$ cat config.mk
export PLATFORM = sky130hd
export DESIGN_NAME = eepf_top
export DESIGN_NICKNAME = d
export VERILOG_FILES = /design/src/pkg/eepf_pkg.sv /design/src/pkg/eepf_stream_if.sv /design/src/rtl/eepf_buf.sv /design/src/rtl/eepf_sync.sv /design/src/rtl/eepf_top.sv
export SDC_FILE = /design/constraint.sdc
export NUM_CORES = 1
export LEC_CHECK = 0
export BUFFER_PORTS_ARGS = -buffer_cell sky130_fd_sc_hd__buf_2
export CAP_MARGIN = 20
export CORE_ASPECT_RATIO = 0.8
export CORE_MARGIN = 5
export CORE_UTILIZATION = 54
export DETAILED_ROUTE_END_ITERATION = 8
export PLACE_DENSITY = 0.73
export SLEW_MARGIN = 20
export SYNTH_ARGS = -nofsm -noshare
export SYNTH_HDL_FRONTEND = slang
export SYNTH_SLANG_ARGS = --single-unit
export TNS_END_PERCENT = 30
$ cat constraint.sdc
create_clock -name REF_CLK -period 2.45 [get_ports REF_CLK]
set_input_delay 0.245 -clock REF_CLK [delete_from_list [all_inputs] [get_ports REF_CLK]]
set_output_delay 0.245 -clock REF_CLK [all_outputs]
set_load 0.01 [all_outputs]
$ cat src/pkg/eepf_pkg.sv
// constants, opcodes, status layout and state codes of the serial eeprom command front end
// assumes a 20 MHz reference clock that oversamples the host serial clock
package eepf_pkg;
	localparam int CLK_HZ = 20000000;
	localparam int WRITE_CYCLE_MS = 5;
	localparam int WRITE_CYCLE_CYC = WRITE_CYCLE_MS * (CLK_HZ / 1000);
	localparam int TIMER_W = 17;

	localparam logic [7:0] OPC_SET_LATCH = 8'h06;
	localparam logic [7:0] OPC_CLEAR_LATCH = 8'h04;
	localparam logic [7:0] OPC_STATUS_FETCH = 8'h05;
	localparam logic [7:0] OPC_STATUS_STORE = 8'h01;
	localparam logic [7:0] OPC_ARRAY_FETCH = 8'h03;
	localparam logic [7:0] OPC_ARRAY_PROGRAM = 8'h02;

	localparam int SR_BUSY = 0;
	localparam int SR_LATCH = 1;
	localparam int SR_GUARD_LO = 2;
	localparam int SR_GUARD_HI = 3;
	localparam int SR_PPE = 7;
	localparam logic [7:0] SR_STORE_MASK = 8'h8c;
	localparam logic [7:0] SR_RESET = 8'h00;
	localparam logic [7:0] SR_BUSY_IMAGE = 8'hff;

	localparam int ADDR_W = 15;
	localparam logic [2:0] LAST_BIT = 3'h7;
	localparam logic [14:0] GUARD_QUARTER = 15'h6000;
	localparam logic [14:0] GUARD_HALF = 15'h4000;
	localparam logic [14:0] GUARD_FULL = 15'h0000;

	localparam int SYNC_W = 5;
	localparam int WORD_W = ADDR_W + 8;

	typedef enum logic [8:0] {
		ST_OPCODE = 9'h001,
		ST_ADDR = 9'h002,
		ST_PROG = 9'h004,
		ST_FETCH = 9'h008,
		ST_SR_OUT = 9'h010,
		ST_SR_IN = 9'h020,
		ST_LATCH_ON = 9'h040,
		ST_LATCH_OFF = 9'h080,
		ST_SKIP = 9'h100
	} eepf_state_t;
endpackage

$ cat src/pkg/eepf_stream_if.sv
// carrier for program words between the command logic and its two-entry buffer
// assumes both ends run on the reference clock
`timescale 1ns/100ps
interface eepf_stream_if;
	logic valid;
	logic ready;
	logic [eepf_pkg::WORD_W-1:0] word;
	modport src (output valid, output word, input ready);
	modport snk (input valid, input word, output ready);
endinterface

$ cat src/rtl/eepf_buf.sv
// two-entry buffer for program words; the head entry drives the outputs directly
// assumes the drain side is on the reference clock
`timescale 1ns/100ps
module eepf_buf (
	input wire logic clk,
	input wire logic rst,
	eepf_stream_if.snk in_s,
	output logic out_valid,
	output logic [eepf_pkg::WORD_W-1:0] out_word,
	input wire logic out_ready
);
	logic [eepf_pkg::WORD_W-1:0] tail_q;
	logic tail_v_q;
	logic pop;
	logic push;

	assign in_s.ready = !tail_v_q;
	assign pop = out_valid && out_ready;
	assign push = in_s.valid && !tail_v_q;

	always_ff @(posedge clk) begin
		if (rst) begin
			out_valid <= 1'b0;
			tail_v_q <= 1'b0;
			out_word <= '0;
			tail_q <= '0;
		end else begin
			if (pop) begin
				out_valid <= tail_v_q || push;
				out_word <= tail_v_q ? tail_q : in_s.word;
				tail_v_q <= tail_v_q && push;
				tail_q <= in_s.word;
			end else if (push) begin
				if (out_valid) begin
					tail_v_q <= 1'b1;
					tail_q <= in_s.word;
				end else begin
					out_valid <= 1'b1;
					out_word <= in_s.word;
				end
			end
		end
	end
endmodule // eepf_buf

$ cat src/rtl/eepf_sync.sv
// two-flop synchroniser for the host pins
// assumes the pins are asynchronous to the reference clock
`timescale 1ns/100ps
module eepf_sync #(
	parameter int W = eepf_pkg::SYNC_W
) (
	input wire logic clk,
	input wire logic rst,
	input wire logic [W-1:0] async_in,
	output logic [W-1:0] sync_out
);
	logic [W-1:0] meta_q;

	// pins idle high, so reset to ones avoids false edges after reset
	always_ff @(posedge clk) begin
		if (rst) begin
			meta_q <= '1;
			sync_out <= '1;
		end else begin
			meta_q <= async_in;
			sync_out <= meta_q;
		end
	end
endmodule // eepf_sync

$ cat src/rtl/eepf_top.sv
// command front end of a byte-organised serial eeprom, oversampling the host spi pins
// assumes an outside array that serves FETCH_DATA combinationally and drains PROG words
// Operation
// - capture input bits on serial clock rise
// - drive output bits on serial clock fall
// - chip select high: output off, standby
// - chip select low window frames each command
// - protect pin high never blocks programming
// - pin low plus enable bit: refuse status store
// - hold pause keeps transaction state
// - first byte enters eight-bit instruction register
// - undefined opcodes are silently ignored
// - set latch opcode is 06
// - clear latch opcode is 04
// - status fetch opcode is 05
// - status store opcode is 01
// - array fetch 03, array program 02
// - write cycle ends within 5 ms
// - latch set, cleared, auto-cleared after cycle
// - busy: only status fetch is served
// - sixteen address bits, top one ignored
// - status layout busy, latch, guards, enable
`timescale 1ns/100ps
module eepf_top #(
	parameter int WRITE_CYCLES = eepf_pkg::WRITE_CYCLE_CYC
) (
	input wire logic REF_CLK,
	input wire logic RST,
	input wire logic CS_N,
	input wire logic SCK,
	input wire logic SI,
	input wire logic HOLD_N,
	input wire logic WP_N,
	output logic SO,
	output logic SO_OE,
	output logic [7:0] STATUS,
	output logic PROG_VALID,
	output logic [eepf_pkg::ADDR_W-1:0] PROG_ADDR,
	output logic [7:0] PROG_DATA,
	input wire logic PROG_READY,
	output logic PROG_START,
	output logic [eepf_pkg::ADDR_W-1:0] FETCH_ADDR,
	input wire logic [7:0] FETCH_DATA
);
	logic [eepf_pkg::SYNC_W-1:0] pins_s;
	logic cs_n_s, sck_s, si_s, hold_n_s, wp_n_s;
	logic sck_prev_q, cs_prev_q;
	logic rise, fall, cs_rise, cs_fall, active;
	eepf_pkg::eepf_state_t state_q;
	logic [2:0] bit_q;
	logic addr_byte_q;
	logic [7:0] shift_q;
	logic [7:0] byte_in;
	logic byte_done;
	logic [7:0] out_q;
	logic load_q;
	logic [eepf_pkg::ADDR_W-1:0] addr_q;
	logic prog_seen_q, sr_seen_q;
	logic [7:0] sr_new_q;
	logic busy_q;
	logic [eepf_pkg::TIMER_W-1:0] timer_q;
	logic pend_q;
	logic [eepf_pkg::WORD_W-1:0] pend_word_q;
	logic prog_go, sr_go, cycle_end, hw_guard;
	logic op_fetch_q, prog_take;
	logic [eepf_pkg::WORD_W-1:0] head_word;
	eepf_stream_if st_if ();

	function automatic logic guarded(input logic [eepf_pkg::ADDR_W-1:0] a, input logic [7:0] sr);
		logic [1:0] g;
		g = {sr[eepf_pkg::SR_GUARD_HI], sr[eepf_pkg::SR_GUARD_LO]};
		unique case (g)
			2'h0: guarded = 1'b0;
			2'h1: guarded = a >= eepf_pkg::GUARD_QUARTER;
			2'h2: guarded = a >= eepf_pkg::GUARD_HALF;
			2'h3: guarded = a >= eepf_pkg::GUARD_FULL;
		endcase
	endfunction

	eepf_sync #(.W(eepf_pkg::SYNC_W)) u_sync (
		.clk(REF_CLK),
		.rst(RST),
		.async_in({CS_N, SCK, SI, HOLD_N, WP_N}),
		.sync_out(pins_s)
	);
	assign {cs_n_s, sck_s, si_s, hold_n_s, wp_n_s} = pins_s;

	// a pause freezes edge detection, so no bit is counted while hold is low
	assign active = !cs_n_s && hold_n_s;
	assign rise = active && sck_s && !sck_prev_q;
	assign fall = active && !sck_s && sck_prev_q;
	assign cs_rise = cs_n_s && !cs_prev_q;
	assign cs_fall = !cs_n_s && cs_prev_q;
	assign byte_in = {shift_q[6:0], si_s};
	assign byte_done = rise && (bit_q == eepf_pkg::LAST_BIT);
	// the pin only counts together with the enable bit; pin high never blocks
	assign hw_guard = !wp_n_s && STATUS[eepf_pkg::SR_PPE];
	assign prog_go = cs_rise && state_q == eepf_pkg::ST_PROG && prog_seen_q && !busy_q
		&& STATUS[eepf_pkg::SR_LATCH];
	assign sr_go = cs_rise && state_q == eepf_pkg::ST_SR_IN && sr_seen_q && !busy_q
		&& STATUS[eepf_pkg::SR_LATCH] && !hw_guard;
	assign cycle_end = busy_q && timer_q == '0;
	// a byte is taken when the pending slot is free or empties at this very edge
	assign prog_take = byte_done && state_q == eepf_pkg::ST_PROG && !busy_q
		&& STATUS[eepf_pkg::SR_LATCH] && !guarded(addr_q, STATUS)
		&& (!pend_q || st_if.ready);

	always_ff @(posedge REF_CLK) begin
		if (RST) begin
			sck_prev_q <= 1'b0;
			cs_prev_q <= 1'b1;
		end else begin
			cs_prev_q <= cs_n_s;
			if (hold_n_s) begin
				sck_prev_q <= sck_s;
			end
		end
	end

	// bit and byte framing inside one chip select window
	always_ff @(posedge REF_CLK) begin
		if (RST || cs_n_s || cs_fall) begin
			bit_q <= '0;
			shift_q <= '0;
		end else if (rise) begin
			bit_q <= bit_q + 3'h1;
			shift_q <= byte_in;
		end
	end

	always_ff @(posedge REF_CLK) begin
		if (RST || cs_n_s) begin
			state_q <= eepf_pkg::ST_OPCODE;
			addr_byte_q <= 1'b0;
		end else if (byte_done) begin
			unique case (state_q)
				eepf_pkg::ST_OPCODE: begin
					if (byte_in == eepf_pkg::OPC_STATUS_FETCH) begin
						state_q <= eepf_pkg::ST_SR_OUT;
					end else if (busy_q) begin
						state_q <= eepf_pkg::ST_SKIP;
					end else if (byte_in == eepf_pkg::OPC_SET_LATCH) begin
						state_q <= eepf_pkg::ST_LATCH_ON;
					end else if (byte_in == eepf_pkg::OPC_CLEAR_LATCH) begin
						state_q <= eepf_pkg::ST_LATCH_OFF;
					end else if (byte_in == eepf_pkg::OPC_STATUS_STORE) begin
						state_q <= eepf_pkg::ST_SR_IN;
					end else if (byte_in == eepf_pkg::OPC_ARRAY_FETCH ||
						byte_in == eepf_pkg::OPC_ARRAY_PROGRAM) begin
						state_q <= eepf_pkg::ST_ADDR;
					end else begin
						state_q <= eepf_pkg::ST_SKIP;
					end
				end
				eepf_pkg::ST_ADDR: begin
					addr_byte_q <= 1'b1;
					if (addr_byte_q) begin
						state_q <= op_fetch_q ? eepf_pkg::ST_FETCH : eepf_pkg::ST_PROG;
					end
				end
				default: state_q <= state_q;
			endcase
		end
	end

	// remembers which of the two addressed opcodes opened the window
	always_ff @(posedge REF_CLK) begin
		if (RST) begin
			op_fetch_q <= 1'b0;
		end else if (byte_done && state_q == eepf_pkg::ST_OPCODE) begin
			op_fetch_q <= byte_in == eepf_pkg::OPC_ARRAY_FETCH;
		end
	end

	// address: sixteen bits arrive, the top one is dropped
	always_ff @(posedge REF_CLK) begin
		if (RST) begin
			addr_q <= '0;
		end else if (byte_done && state_q == eepf_pkg::ST_ADDR) begin
			if (addr_byte_q) begin
				addr_q <= {addr_q[6:0], byte_in};
			end else begin
				addr_q <= {8'h00, byte_in[6:0]};
			end
		end else if (prog_take) begin
			// advances per taken byte, so a dropped byte leaves no hole
			addr_q <= addr_q + 15'h0001;
		end
	end

	// outgoing byte: status image loaded on the last rise, array byte loaded one cycle after it
	always_ff @(posedge REF_CLK) begin
		if (RST) begin
			load_q <= 1'b0;
			FETCH_ADDR <= '0;
			out_q <= '0;
		end else begin
			load_q <= byte_done && ((state_q == eepf_pkg::ST_ADDR && addr_byte_q && op_fetch_q)
				|| state_q == eepf_pkg::ST_FETCH);
			if (byte_done && state_q == eepf_pkg::ST_ADDR && addr_byte_q) begin
				FETCH_ADDR <= {addr_q[6:0], byte_in};
			end
			if (byte_done && (state_q == eepf_pkg::ST_OPCODE || state_q == eepf_pkg::ST_SR_OUT)
				&& (state_q == eepf_pkg::ST_SR_OUT || byte_in == eepf_pkg::OPC_STATUS_FETCH)) begin
				out_q <= busy_q ? eepf_pkg::SR_BUSY_IMAGE : STATUS;
			end else if (load_q) begin
				out_q <= FETCH_DATA;
				// the array pointer wraps over the whole 15-bit space
				FETCH_ADDR <= FETCH_ADDR + 15'h0001;
			end else if (fall) begin
				out_q <= {out_q[6:0], 1'b0};
			end
		end
	end

	// serial output: changes only on a fall, released whenever chip select is up or hold is down
	always_ff @(posedge REF_CLK) begin
		if (RST || !active) begin
			SO_OE <= 1'b0;
			SO <= 1'b0;
		end else if (fall && (state_q == eepf_pkg::ST_SR_OUT || state_q == eepf_pkg::ST_FETCH)) begin
			SO_OE <= 1'b1;
			SO <= out_q[7];
		end
	end

	// program bytes: only whole bytes are kept, a stalled buffer holds the next one here
	always_ff @(posedge REF_CLK) begin
		if (RST) begin
			pend_q <= 1'b0;
			pend_word_q <= '0;
			prog_seen_q <= 1'b0;
		end else begin
			if (cs_fall) begin
				prog_seen_q <= 1'b0;
			end else if (byte_done && state_q == eepf_pkg::ST_PROG && !busy_q
				&& STATUS[eepf_pkg::SR_LATCH] && !guarded(addr_q, STATUS)) begin
				prog_seen_q <= 1'b1;
			end
			// a new byte wins over the drain in the same cycle, so none is lost
			if (prog_take) begin
				pend_q <= 1'b1;
				pend_word_q <= {addr_q, byte_in};
			end else if (st_if.valid && st_if.ready) begin
				pend_q <= 1'b0;
			end
		end
	end
	assign st_if.valid = pend_q;
	assign st_if.word = pend_word_q;

	eepf_buf u_buf (
		.clk(REF_CLK),
		.rst(RST),
		.in_s(st_if),
		.out_valid(PROG_VALID),
		.out_word(head_word),
		.out_ready(PROG_READY)
	);
	assign {PROG_ADDR, PROG_DATA} = head_word;

	// status store data waits for the closing edge before it is applied
	always_ff @(posedge REF_CLK) begin
		if (RST || cs_fall) begin
			sr_seen_q <= 1'b0;
			sr_new_q <= '0;
		end else if (byte_done && state_q == eepf_pkg::ST_SR_IN && !sr_seen_q) begin
			sr_seen_q <= 1'b1;
			sr_new_q <= byte_in;
		end
	end

	// self-timed cycle: started by the closing edge of a complete program or status store
	always_ff @(posedge REF_CLK) begin
		if (RST) begin
			busy_q <= 1'b0;
			timer_q <= '0;
			PROG_START <= 1'b0;
		end else begin
			PROG_START <= prog_go;
			if (prog_go || sr_go) begin
				busy_q <= 1'b1;
				timer_q <= eepf_pkg::TIMER_W'(WRITE_CYCLES - 1);
			end else if (cycle_end) begin
				busy_q <= 1'b0;
			end else if (busy_q) begin
				timer_q <= timer_q - eepf_pkg::TIMER_W'(1);
			end
		end
	end

	// status image; a partial command never reaches here because all updates except the cycle-end latch and busy clears wait for cs_rise
	always_ff @(posedge REF_CLK) begin
		if (RST) begin
			STATUS <= eepf_pkg::SR_RESET;
		end else begin
			STATUS[eepf_pkg::SR_BUSY] <= busy_q || prog_go || sr_go;
			if (cycle_end) begin
				STATUS[eepf_pkg::SR_LATCH] <= 1'b0;
			end else if (cs_rise && !busy_q && state_q == eepf_pkg::ST_LATCH_ON) begin
				STATUS[eepf_pkg::SR_LATCH] <= 1'b1;
			end else if (cs_rise && !busy_q && state_q == eepf_pkg::ST_LATCH_OFF) begin
				STATUS[eepf_pkg::SR_LATCH] <= 1'b0;
			end
			if (sr_go) begin
				STATUS[eepf_pkg::SR_GUARD_LO] <= sr_new_q[eepf_pkg::SR_GUARD_LO];
				STATUS[eepf_pkg::SR_GUARD_HI] <= sr_new_q[eepf_pkg::SR_GUARD_HI];
				STATUS[eepf_pkg::SR_PPE] <= sr_new_q[eepf_pkg::SR_PPE];
			end
			STATUS[6:4] <= 3'h0;
		end
	end
endmodule // eepf_top

# After elaboration in Yosys (flattened, before gate mapping)
# Cells that the tools add are included.
[op_classes] mux=43 eq_ne=21 reduce_logical=89 bitwise_logic=1 addsub=4 n_lt_le_gt_ge=3
[ops] op="23-bit two-way mux" n=7
[ops] op="15-bit two-way mux" n=6
[ops] op="9-bit two-way mux" n=7
[ops] op="17-bit two-way mux" n=3
[ops] op="1-bit logical AND" n=42
[ops] op="8-bit two-way mux" n=4
[ops] op="15-bit by 1-bit adder with 15-bit output (second input constant)" n=2
[ops] op="15-bit >= comparator (second input constant)" n=2
[ops] op="8-bit by 3-bit equality test with 1-bit output (second input constant)" n=3
[ops] op="9-bit case mux with 2 select lines" n=1
[ops] op="17-bit zero test" n=1
[ops] op="17-bit by 1-bit subtractor with 17-bit output (second input constant)" n=1
[ops] op="8-bit by 2-bit equality test with 1-bit output (second input constant)" n=2
[ops] op="2-bit nonzero test" n=8
[ops] op="15-bit by 1-bit >= comparator with 1-bit output (second input constant)" n=1
[ops] op="1-bit logical OR" n=14
[ops] op="1-bit zero test" n=13
[ops] op="1-bit two-way mux" n=13
[ops] op="2-bit AND reduction" n=5
[ops] op="9-bit by 1-bit equality test with 1-bit output (second input constant)" n=1
[ops] op="9-bit by 2-bit equality test with 1-bit output (second input constant)" n=1
[ops] op="9-bit by 3-bit equality test with 1-bit output (second input constant)" n=1
[ops] op="9-bit by 4-bit equality test with 1-bit output (second input constant)" n=1
[ops] op="9-bit by 5-bit equality test with 1-bit output (second input constant)" n=1
[ops] op="17 further kinds" n=21
[word_totals] out_inout_bits=50 word_cells=193 reg_bits=183

# Longest topological paths before layout
# Gate-level depths: netlist of run 1.
[depth] ltp_word=12 depth_mapped=11 mapped_depth_nobuf=8

# Modules after synthesis
# Synthesis of run 1 repeated with hierarchy kept, for this count alone.
[unflattened] hier_cells=979 area_unflattened_um2=8557.0
[modules_own_cells] module="eepf_top" n_inst=1 seq_area_each_um2=2342.2 area_each_um2=5988.2 cells_each=737
[modules_own_cells] module="eepf_buf" n_inst=1 seq_area_each_um2=960.9 area_each_um2=2306.0 cells_each=222
[modules_own_cells] module="eepf_sync" n_inst=1 seq_area_each_um2=200.2 area_each_um2=262.8 cells_each=20

# Worst setup path after synthesis of run 1
# No wires, ideal clock.
[synth_timing] kind="flip-flop to flip-flop" start="reg state_q[8]" end="reg FETCH_ADDR[13] in the netlist's numbering" setup_ns=0.133 slack_ns=0.135 arrival_time_ns=2.183 synth_period_minus_slack_ns=2.315 stages_incl_launch_ff=9 cell_sequence="dfxtp_1 > or4_4 > or4_1 > buf_2 > o21ai_0 > buf_2 > nand2_1 > o211ai_1 > a31oi_1"
[synth_via] elab_chain_cells=6
[synth_rtl] item="start, declared" line="eepf_top.sv:49" rtl="eepf_pkg::eepf_state_t state_q;"
[synth_rtl] item="start signal, assigned" line="eepf_top.sv:133" rtl="state_q <= eepf_pkg::ST_OPCODE;"
[synth_rtl] item="start signal, assigned" line="eepf_top.sv:139" rtl="state_q <= eepf_pkg::ST_SR_OUT;"
[synth_rtl] item="start signal, assigned" line="eepf_top.sv:141" rtl="state_q <= eepf_pkg::ST_SKIP;"
[synth_rtl] item="9-bit by 2-bit equality test with 1-bit output" line="eepf_top.sv:200" rtl="if (byte_done && state_q == eepf_pkg::ST_ADDR && addr_byte_q) begin"
[synth_rtl] item="1-bit logical AND (2 in a row)" line="eepf_top.sv:200"
[synth_rtl] item="15-bit two-way mux" line="eepf_top.sv:200"
[synth_rtl] item="15-bit two-way mux" line="eepf_top.sv:206" rtl="end else if (load_q) begin"
[synth_rtl] item="15-bit two-way mux (*)" line="eepf_top.sv:203" rtl="if (byte_done && (state_q == eepf_pkg::ST_OPCODE || state_q == eepf_pkg::ST_SR_OUT)"
[synth_rtl] item="end signal, assigned" line="eepf_top.sv:201" rtl="FETCH_ADDR <= {addr_q[6:0], byte_in};"
[synth_rtl] item="end signal, assigned" line="eepf_top.sv:209" rtl="FETCH_ADDR <= FETCH_ADDR + 15'h0001;"
[synth_rtl] item="end, declared" line="eepf_top.sv:42" rtl="output logic [eepf_pkg::ADDR_W-1:0] FETCH_ADDR,"
# Every way passes the cells marked *; elsewhere a longest branch is shown, timed or not.
# A chain may end at the register's enable or synchronous reset.

# Worst setup path after layout of run 1
[layout_timing] start="reg bit_q[0]" end="reg addr_q[3] in the netlist's numbering"
[layout_via] elab_chain_cells=8
[layout_rtl] item="start, declared" line="eepf_top.sv:50" rtl="logic [2:0] bit_q;"
[layout_rtl] item="start signal, assigned" line="eepf_top.sv:126" rtl="bit_q <= bit_q + 3'h1;"
[layout_rtl] item="3-bit equality test (*)" line="eepf_top.sv:95" rtl="assign byte_done = rise && (bit_q == eepf_pkg::LAST_BIT);"
[layout_rtl] item="1-bit logical AND (*)" line="eepf_top.sv:95"
[layout_rtl] item="1-bit logical AND (2 in a row)" line="eepf_top.sv:104" rtl="assign prog_take = byte_done && state_q == eepf_pkg::ST_PROG && !busy_q"
[layout_rtl] item="1-bit logical AND (2 in a row)" line="eepf_top.sv:105" rtl="&& STATUS[eepf_pkg::SR_LATCH] && !guarded(addr_q, STATUS)"
[layout_rtl] item="1-bit logical AND" line="eepf_top.sv:106" rtl="&& (!pend_q || st_if.ready);"
[layout_rtl] item="2-bit nonzero test (no source line)"
[layout_rtl] item="end signal, assigned" line="eepf_top.sv:181" rtl="addr_q <= {addr_q[6:0], byte_in};"
[layout_rtl] item="end signal, assigned" line="eepf_top.sv:183" rtl="addr_q <= {8'h00, byte_in[6:0]};"
[layout_rtl] item="end signal, assigned" line="eepf_top.sv:187" rtl="addr_q <= addr_q + 15'h0001;"
[layout_rtl] item="end, declared" line="eepf_top.sv:57" rtl="logic [eepf_pkg::ADDR_W-1:0] addr_q;"
# Marks and branches as above.

==> reports/results.tsv, run 1 <==
stage	metric	value	unit
outcome	status	completed	
clock_tree	htree_num_levels	4	
min_path	min_delay_path_depth	2	
grt	grt_pass1_vias	5996	
clock_tree	cts_num_sinks	175	
detailed_routing	drc	0	
detailed_routing	vias	6548	
synthesis	syn_area_per_cell	8.33	sq um
sta	finalSetupViolCount	0	
setup_path	crit_path_top_delay_cell	nor4_2	
clock_tree	cts_tree	yes	
synthesis	ys_warn_count	0	
sta	post-route-min-period	2300	ps
detailed_routing	drt_first_pass_iters	5	
setup_path	reg2reg_setup_slack	150	ps
layout	diodes	0	
grt	track_usage	22.2	%
place	gp_congestion	0.900	
grt	overflow	0	
setup_path	path_common_cell	ha_1	
setup_path	cp_top_family	simple AND/OR/NAND/NOR gates	
min_path	min_to	u_buf.tail_v_q	
layout	syn_to_final_growth	17.8	%
sta	finalHoldViolations	0	
min_path	hold_path.class	primary input to flop	
clock_tree	cts_root_buffer	clkbuf_16	
floorplan	die_w	143	um
pwr	peakVddDrop	0.539	mV
synthesis	synth_top_area_share	46.0	%
clock_tree	clkLatencyLatePin	430	ps
setup_path	cp.required	2790	ps
detailed_routing	vias_per_cell	5.55	
clock_tree	cts_setup_buffers	0	
setup_path	crit_arrival	2640	ps
synthesis	async_flop_share	0	%
layout	final_layout_size_suffix_gt1_share	16.7	%
setup_path	reg2regPathDepth	8	
floorplan	ios	66	
detailed_routing	drt-total-wl	17500	um
setup_path	crit_buf_inv	1	
floorplan	rows	38	
detailed_routing	wl_per_cell	14.8	um
pwr	leakagePower	3.40	nW
clock_tree	clk_pin_slew	60	ps
layout	nFillCells	1183	
sta	finalCritPeriodShare	93.9	%
place	port_buffers	62	
sta	drv_slew	0	
sta	relSlewSlack	46.8	%
setup_path	slowest_delay	370	ps
synthesis	synth.distinct_cells	57	
setup_path	worstSetupStartpointType	flop	
detailed_routing	ant_nets	0	
synthesis	synthTopCellsByArea	dfxtp_1, nand2_1, a21oi_1	
synthesis	yosys.area.top_type	dfxtp_1	
clock_tree	cts_buffer_depth	2	
synthesis	synthFlopType	dfxtp_1	
synthesis	synth_area	7620	sq um
sta	max_freq	435	MHz
setup_path	path_class	flop to flop	
setup_path	endpoint_kind	flop	
synthesis	synthCells	915	
setup_path	rr_endpoint	addr_q[3]	
sta	worst_slew_pin_slew	796	ps
synthesis	ys_seq_area_share	46.0	%
pwr	powerDensity	643	nW/um^2
floorplan	die_y	116	um
grt	grt_pass1_wl	29900	um
setup_path	r2r-start	bit_q[0]	
grt	antenna_found_initial	0	
place	place_inst	1141	
setup_path	crit_path_max_fanout	30	
layout	instances_no_fill	1179	
synthesis	synth_seq_cells	175	
sta	clock_skew	7.97	ps
floorplan	design.die.area	16600	sq um
min_path	hp-start	PROG_READY	
sta	rsz0062_at_grt	no	
run	maxCapViolCount	0	
layout	fin_nets	1009	
layout	register_area	3500	sq um
floorplan	coreArea	13700	sq um
setup_path	worst-path-stages	8	
layout	multiInputGateArea	3850	sq um
floorplan	start_util	55.7	%
synthesis	synth-edff-count	0	
clock_tree	cts_buffers	17	
place	dp_hpwl	12100	um
setup_path	path_cells	ha_1 -> ha_1 -> nand2_1 -> nor4_2 -> buf_4 -> nand4_1 -> xor2_1 -> a211oi_1	
grt	grt_max_degree	52	
sta	fin_tns_setup	0	ps
detailed_routing	drt_iter0_drc	510	
## Yosys cell counts, types with 2 or more instances
cell type	count
nor4_1	16
a21o_1	2
nand3_1	24
nor2b_1	4
o21a_1	5
dfxtp_1	175
buf_6	2
nand2b_1	12
a311oi_1	3
and2_1	6
nor3_1	10
ha_1	7
or4_1	6
a2bb2oi_1	8
o21ai_0	15
a211oi_1	43
xnor2_1	14
or2_2	14
nor2_1	91
nor4b_1	4
buf_1	7
buf_4	3
a21oi_1	93
clkbuf_1	45
inv_1	15
a31oi_1	6
and4_1	4
and3_1	7
nand2_1	160
mux2i_1	40
buf_2	5
nor3b_1	4
a221oi_1	3
nand4_1	17
o211ai_1	2
xor2_1	14
a31o_2	3
or3_1	7
## cell families after synthesis
| logic type | Yosys count | share of synthesized area [%] |
|---|---|---|
| buffers and inverters | 77 | 4.22 |
| AND/OR/NAND/NOR | 397 | 24.7 |
| AO/OA/AOI/OAI | 190 | 15.4 |
| adder cells (fa/ha/maj) | 7 | 1.15 |
| multiplexers | 40 | 5.25 |
| XOR/XNOR | 28 | 3.22 |
| other | 1 | 0.0492 |
| flip-flops | 175 | 46.0 |
## layer usage
metal | up-vias | track usage, % | routed length (um)
met5 | - | 0 | 0
met4 | 0 | 6.52 | 212
met3 | 19 | 5.03 | 1210
met2 | 184 | 31.1 | 7260
met1 | 3002 | 33.9 | 8820
li1 | 3343 | - | -
## placed cells by master (no fill, tap or decap), types with 5 or more instances in the layout
cell and instances:
dfxtp_1 175, nand2b_1 12, nand4_1 17, dlygate4sd3_1 5, buf_4 45, a2bb2oi_1 8
xor2_1 14, nor4_1 15, nor3_1 10, mux2i_1 40, o21ai_0 14, and2_1 6
nand3_1 24, clkinvlp_4 5, inv_1 15, or4_1 5, xnor2_1 14, nand2_1 159
and3_1 7, a21oi_1 93, or2_2 14, a31oi_1 6, clkbuf_16 17, nor2_1 91
buf_2 61, ha_1 7, a211oi_1 43, or3_1 7
## worst max-delay path by stage
stage | start | endpoint | slack, ps
5_1_grt | bit_q[0] | addr_q[4] | 4
4_1_cts | bit_q[0] | FETCH_ADDR[7] | 20
3_3_place_gp | state_q[8] | FETCH_ADDR[13] | 70
2_1_floorplan | state_q[8] | FETCH_ADDR[13] | 130
3_5_place_dp | state_q[8] | FETCH_ADDR[13] | 30
6_report | bit_q[0] | addr_q[3] | 150
## stage by stage
stage	hold WS, ps	power (W)	setup WS [ps]	area, sq um	util, %
2_1_floorplan	345	0.00298	135	7630	-
5_1_grt	40.8	0.00595	4.00	8980	65.6
6_report	55.1	0.00577	150	8980	65.6
3_3_place_gp	390	0.00301	73.9	8260	60.3
4_1_cts	39.2	0.00581	22.1	8930	65.2
3_5_place_dp	393	0.00301	30.0	8260	60.3
## power by group
| part | switching [W] | internal (W) | leakage [nW] | total, W |
|---|---|---|---|---|
| combinational | 0.0000619 | 0.0000312 | 1.69 | 0.0000931 |
| sequential | 0.00000504 | 0.00285 | 1.41 | 0.00286 |
| clock | 0.00112 | 0.00170 | 0.291 | 0.00282 |
| total | 0.00119 | 0.00458 | 3.40 | 0.00577 |
## flip-flops by register name, summed over array words and instances (netlist names), 3 cells and up
| name | cells |
|---|---|
| u_buf.tail_q | 23 |
| STATUS | 5 |
| pend_word_q | 23 |
| u_buf.out_word | 23 |
| addr_q | 15 |
| sr_new_q | 3 |
| u_sync.meta_q | 5 |
| out_q | 8 |
| u_sync.sync_out | 5 |
| FETCH_ADDR | 15 |
| timer_q | 17 |
| shift_q | 7 |
| bit_q | 3 |
| state_q | 9 |
## layout make-up
| type | count | share of cell area [%] |
|---|---|---|
| clock buffers | 17 | 4.74 |
| well taps | 180 | 2.51 |
| clock inverters | 15 | 2.17 |
| repair buffers | 112 | 8.03 |
| flip-flops and latches | 175 | 39.0 |
| inverters | 15 | 0.627 |
| multi-input cells | 665 | 42.9 |
## what timing repair did
action | CTS | global route
hold buffers | 5 | 0
gates resized for setup | 1 | 6
endpoints found under the hold margin | 5 | 0
setup endpoints to repair | 1 | 15
Note: power is estimated with default switching activity, not from simulation.
==> run 2: changes to the inputs <==
Settings changed: CORE_UTILIZATION 54 to 55, CTS_BUF_LIST set to sky130_fd_sc_hd__clkbuf_8, PLACE_DENSITY 0.73 to 0.74.
==> run 2 against run 1 <==
Net effect: design area decreased by 2.7%; total power down 14%; count of clock-buffer cells in the layout is 3 higher; die area down 1.7%; via count fell by 0.43%; sequential share of layout area up 1.1 points; critical path type unchanged.
==> reports/results.tsv, run 2 (synthesis results as in run 1) <==
stage	metric	value	unit	change
outcome	status	completed		
layout	nFillCells	1189		+0.51%
clock_tree	cts_tree	yes		
clock_tree	cts_buffer_depth	2		unchanged
place	gp_congestion	0.905		+0.54%
sta	worst_slew_pin_slew	816	ps	+20.0 ps
grt	track_usage	21.8	%	-0.40 points
sta	fin_tns_setup	0	ps	unchanged
layout	fin_nets	1006		-0.30%
grt	grt_max_degree	52		unchanged
clock_tree	htree_num_levels	4		unchanged
pwr	total_power	0.00497	W	-14%
pwr	powerDensity	568	nW/um^2	-12%
sta	max_freq	437	MHz	+0.63%
setup_path	crit_path_max_fanout	12		-60%
floorplan	die_w	142	um	-0.85%
grt	overflow	0		unchanged
pwr	leakagePower	3.30	nW	-2.9%
clock_tree	cts_num_sinks	175		unchanged
grt	antenna_found_initial	0		unchanged
sta	clock_skew	10.2	ps	+2.22 ps
layout	syn_to_final_growth	14.6	%	
sta	finalSetupViolCount	0		unchanged
detailed_routing	vias_per_cell	5.56		about the same
place	dpl_worst_slack	-0.610	ps	-30.6 ps
layout	final_layout_size_suffix_gt1_share	15.6	%	-1.1 points
layout	top_regs	pend_word_q: 23 flops, u_buf.out_word: 23 flops, u_buf.tail_q: 23 flops		
setup_path	endpoint_kind	flop		
setup_path	path_class	flop to flop		
layout	final_cell_mix	dfxtp_1, nand2_1, a21oi_1, nor2_1, buf_2		
sta	drv_slew	0		unchanged
floorplan	design.die.area	16300	sq um	-1.7%
detailed_routing	drc	0		unchanged
grt	grt_pass1_vias	5976		-0.33%
layout	instances_no_fill	1173		-0.51%
floorplan	start_util	56.1	%	+0.39 points
clock_tree	cts_root_buffer	clkbuf_8		
floorplan	die_y	115	um	-0.83%
clock_tree	cts_buffers	17		unchanged
layout	final_common_cell	dfxtp_1		
grt	grt_pass1_wl	29300	um	-2.2%
run	maxCapViolCount	0		unchanged
setup_path	worstSetupStartpointType	flop		
detailed_routing	vias	6520		-0.43%
detailed_routing	drt_iter0_drc	507		-0.59%
setup_path	worstSetupStartpoint	state_q[8]		
sta	rsz0062_at_grt	no		
clock_tree	clk_pin_slew	90	ps	+30 ps
sta	finalHoldViolations	0		unchanged
min_path	hp-start	FETCH_DATA[3]		
clock_tree	clkLatencyLatePin	450	ps	+20 ps
detailed_routing	wl_per_cell	14.8	um	-0.29%
min_path	hold_path.class	primary input to flop		
place	dp_hpwl	11800	um	-1.9%
detailed_routing	drt-total-wl	17400	um	-0.80%
detailed_routing	ant_nets	0		unchanged
setup_path	cp.required	2830	ps	+40 ps
layout	final_util	64.2	%	-1.3 points
sta	relSlewSlack	45.5	%	-1.3 points
layout	diodes	0		unchanged
place	port_buffers	62		unchanged
floorplan	ios	66		unchanged
setup_path	crit_arrival	2670	ps	+30 ps
detailed_routing	drt_first_pass_iters	5		unchanged
sta	setup_ws	164	ps	+14.4 ps
place	place_inst	1137		-0.35%
floorplan	coreArea	13600	sq um	-0.69%
floorplan	rows	38		unchanged
sta	finalCritPeriodShare	93.3	%	-0.59 points
pwr	peakVddDrop	0.407	mV	-24%
setup_path	r2r-start	state_q[8]		
sta	post-route-min-period	2290	ps	-14.4 ps
run 2: timing repair:
action                                  4_1_cts  5_1_grt
resized for setup                             1        3
pin swaps                                     0        0
hold endpoints to repair                      6        0
buffers inserted                              0        0
cloned                                        0        0
hold buffers                                  6        0
endpoints found under the setup margin       10       16
run 2: worst paths after layout:
check | end | slack [ps] | cells after the start
min | out_q[3] | 160 | 3
max reg2reg | FETCH_ADDR[2] | 160 | 7
max | FETCH_ADDR[2] | 160 | 7
min reg2reg | u_sync.sync_out[0] | 410 | 1
run 2: area by class of cell:
| type | count | area, sq um | share of cell area (%) |
|---|---|---|---|
| clock inverters | 9 | 121 | 1.39 |
| clock buffers | 20 | 275 | 3.15 |
| inverters | 15 | 56.3 | 0.645 |
| repair buffers | 109 | 713 | 8.16 |
| flip-flops and latches | 175 | 3500 | 40.1 |
| multi-input cells | 665 | 3840 | 44.0 |
| well taps | 180 | 225 | 2.58 |
run 2: layer usage:
metal	wire, um	vias to the layer above	part of all wire (%)	GRT usage [%]
met5	0	-	0	0
met4	176	0	1.0	7.03
li1	-	3331	-	-
met2	7430	196	43	31.8
met1	8570	2975	49	32.0
met3	1180	18	6.8	4.91
run 2: where the power goes:
part,internal (W),leakage [nW],total [W],switching [W]
sequential,0.00285,1.41,0.00286,0.00000521
combinational,0.0000322,1.68,0.0000938,0.0000616
clock,0.00106,0.212,0.00202,0.000956
total,0.00394,3.30,0.00497,0.00102
run 2: worst max-delay path, cell delays in order (launching register included):
cell and delay (ps):
dfxtp_1 310, or4_4 550, or4_4 480, o21a_2 330, nor3_4 170, buf_12 160
nand2_1 60, a31oi_1 160
run 2: metrics by stage:
step	hold slack [ps]	cell area [sq um]
6_report	158	8740
5_1_grt	167	8740
4_1_cts	132	8700
3_5_place_dp	397	8240
3_3_place_gp	391	8240
2_1_floorplan	345	7630
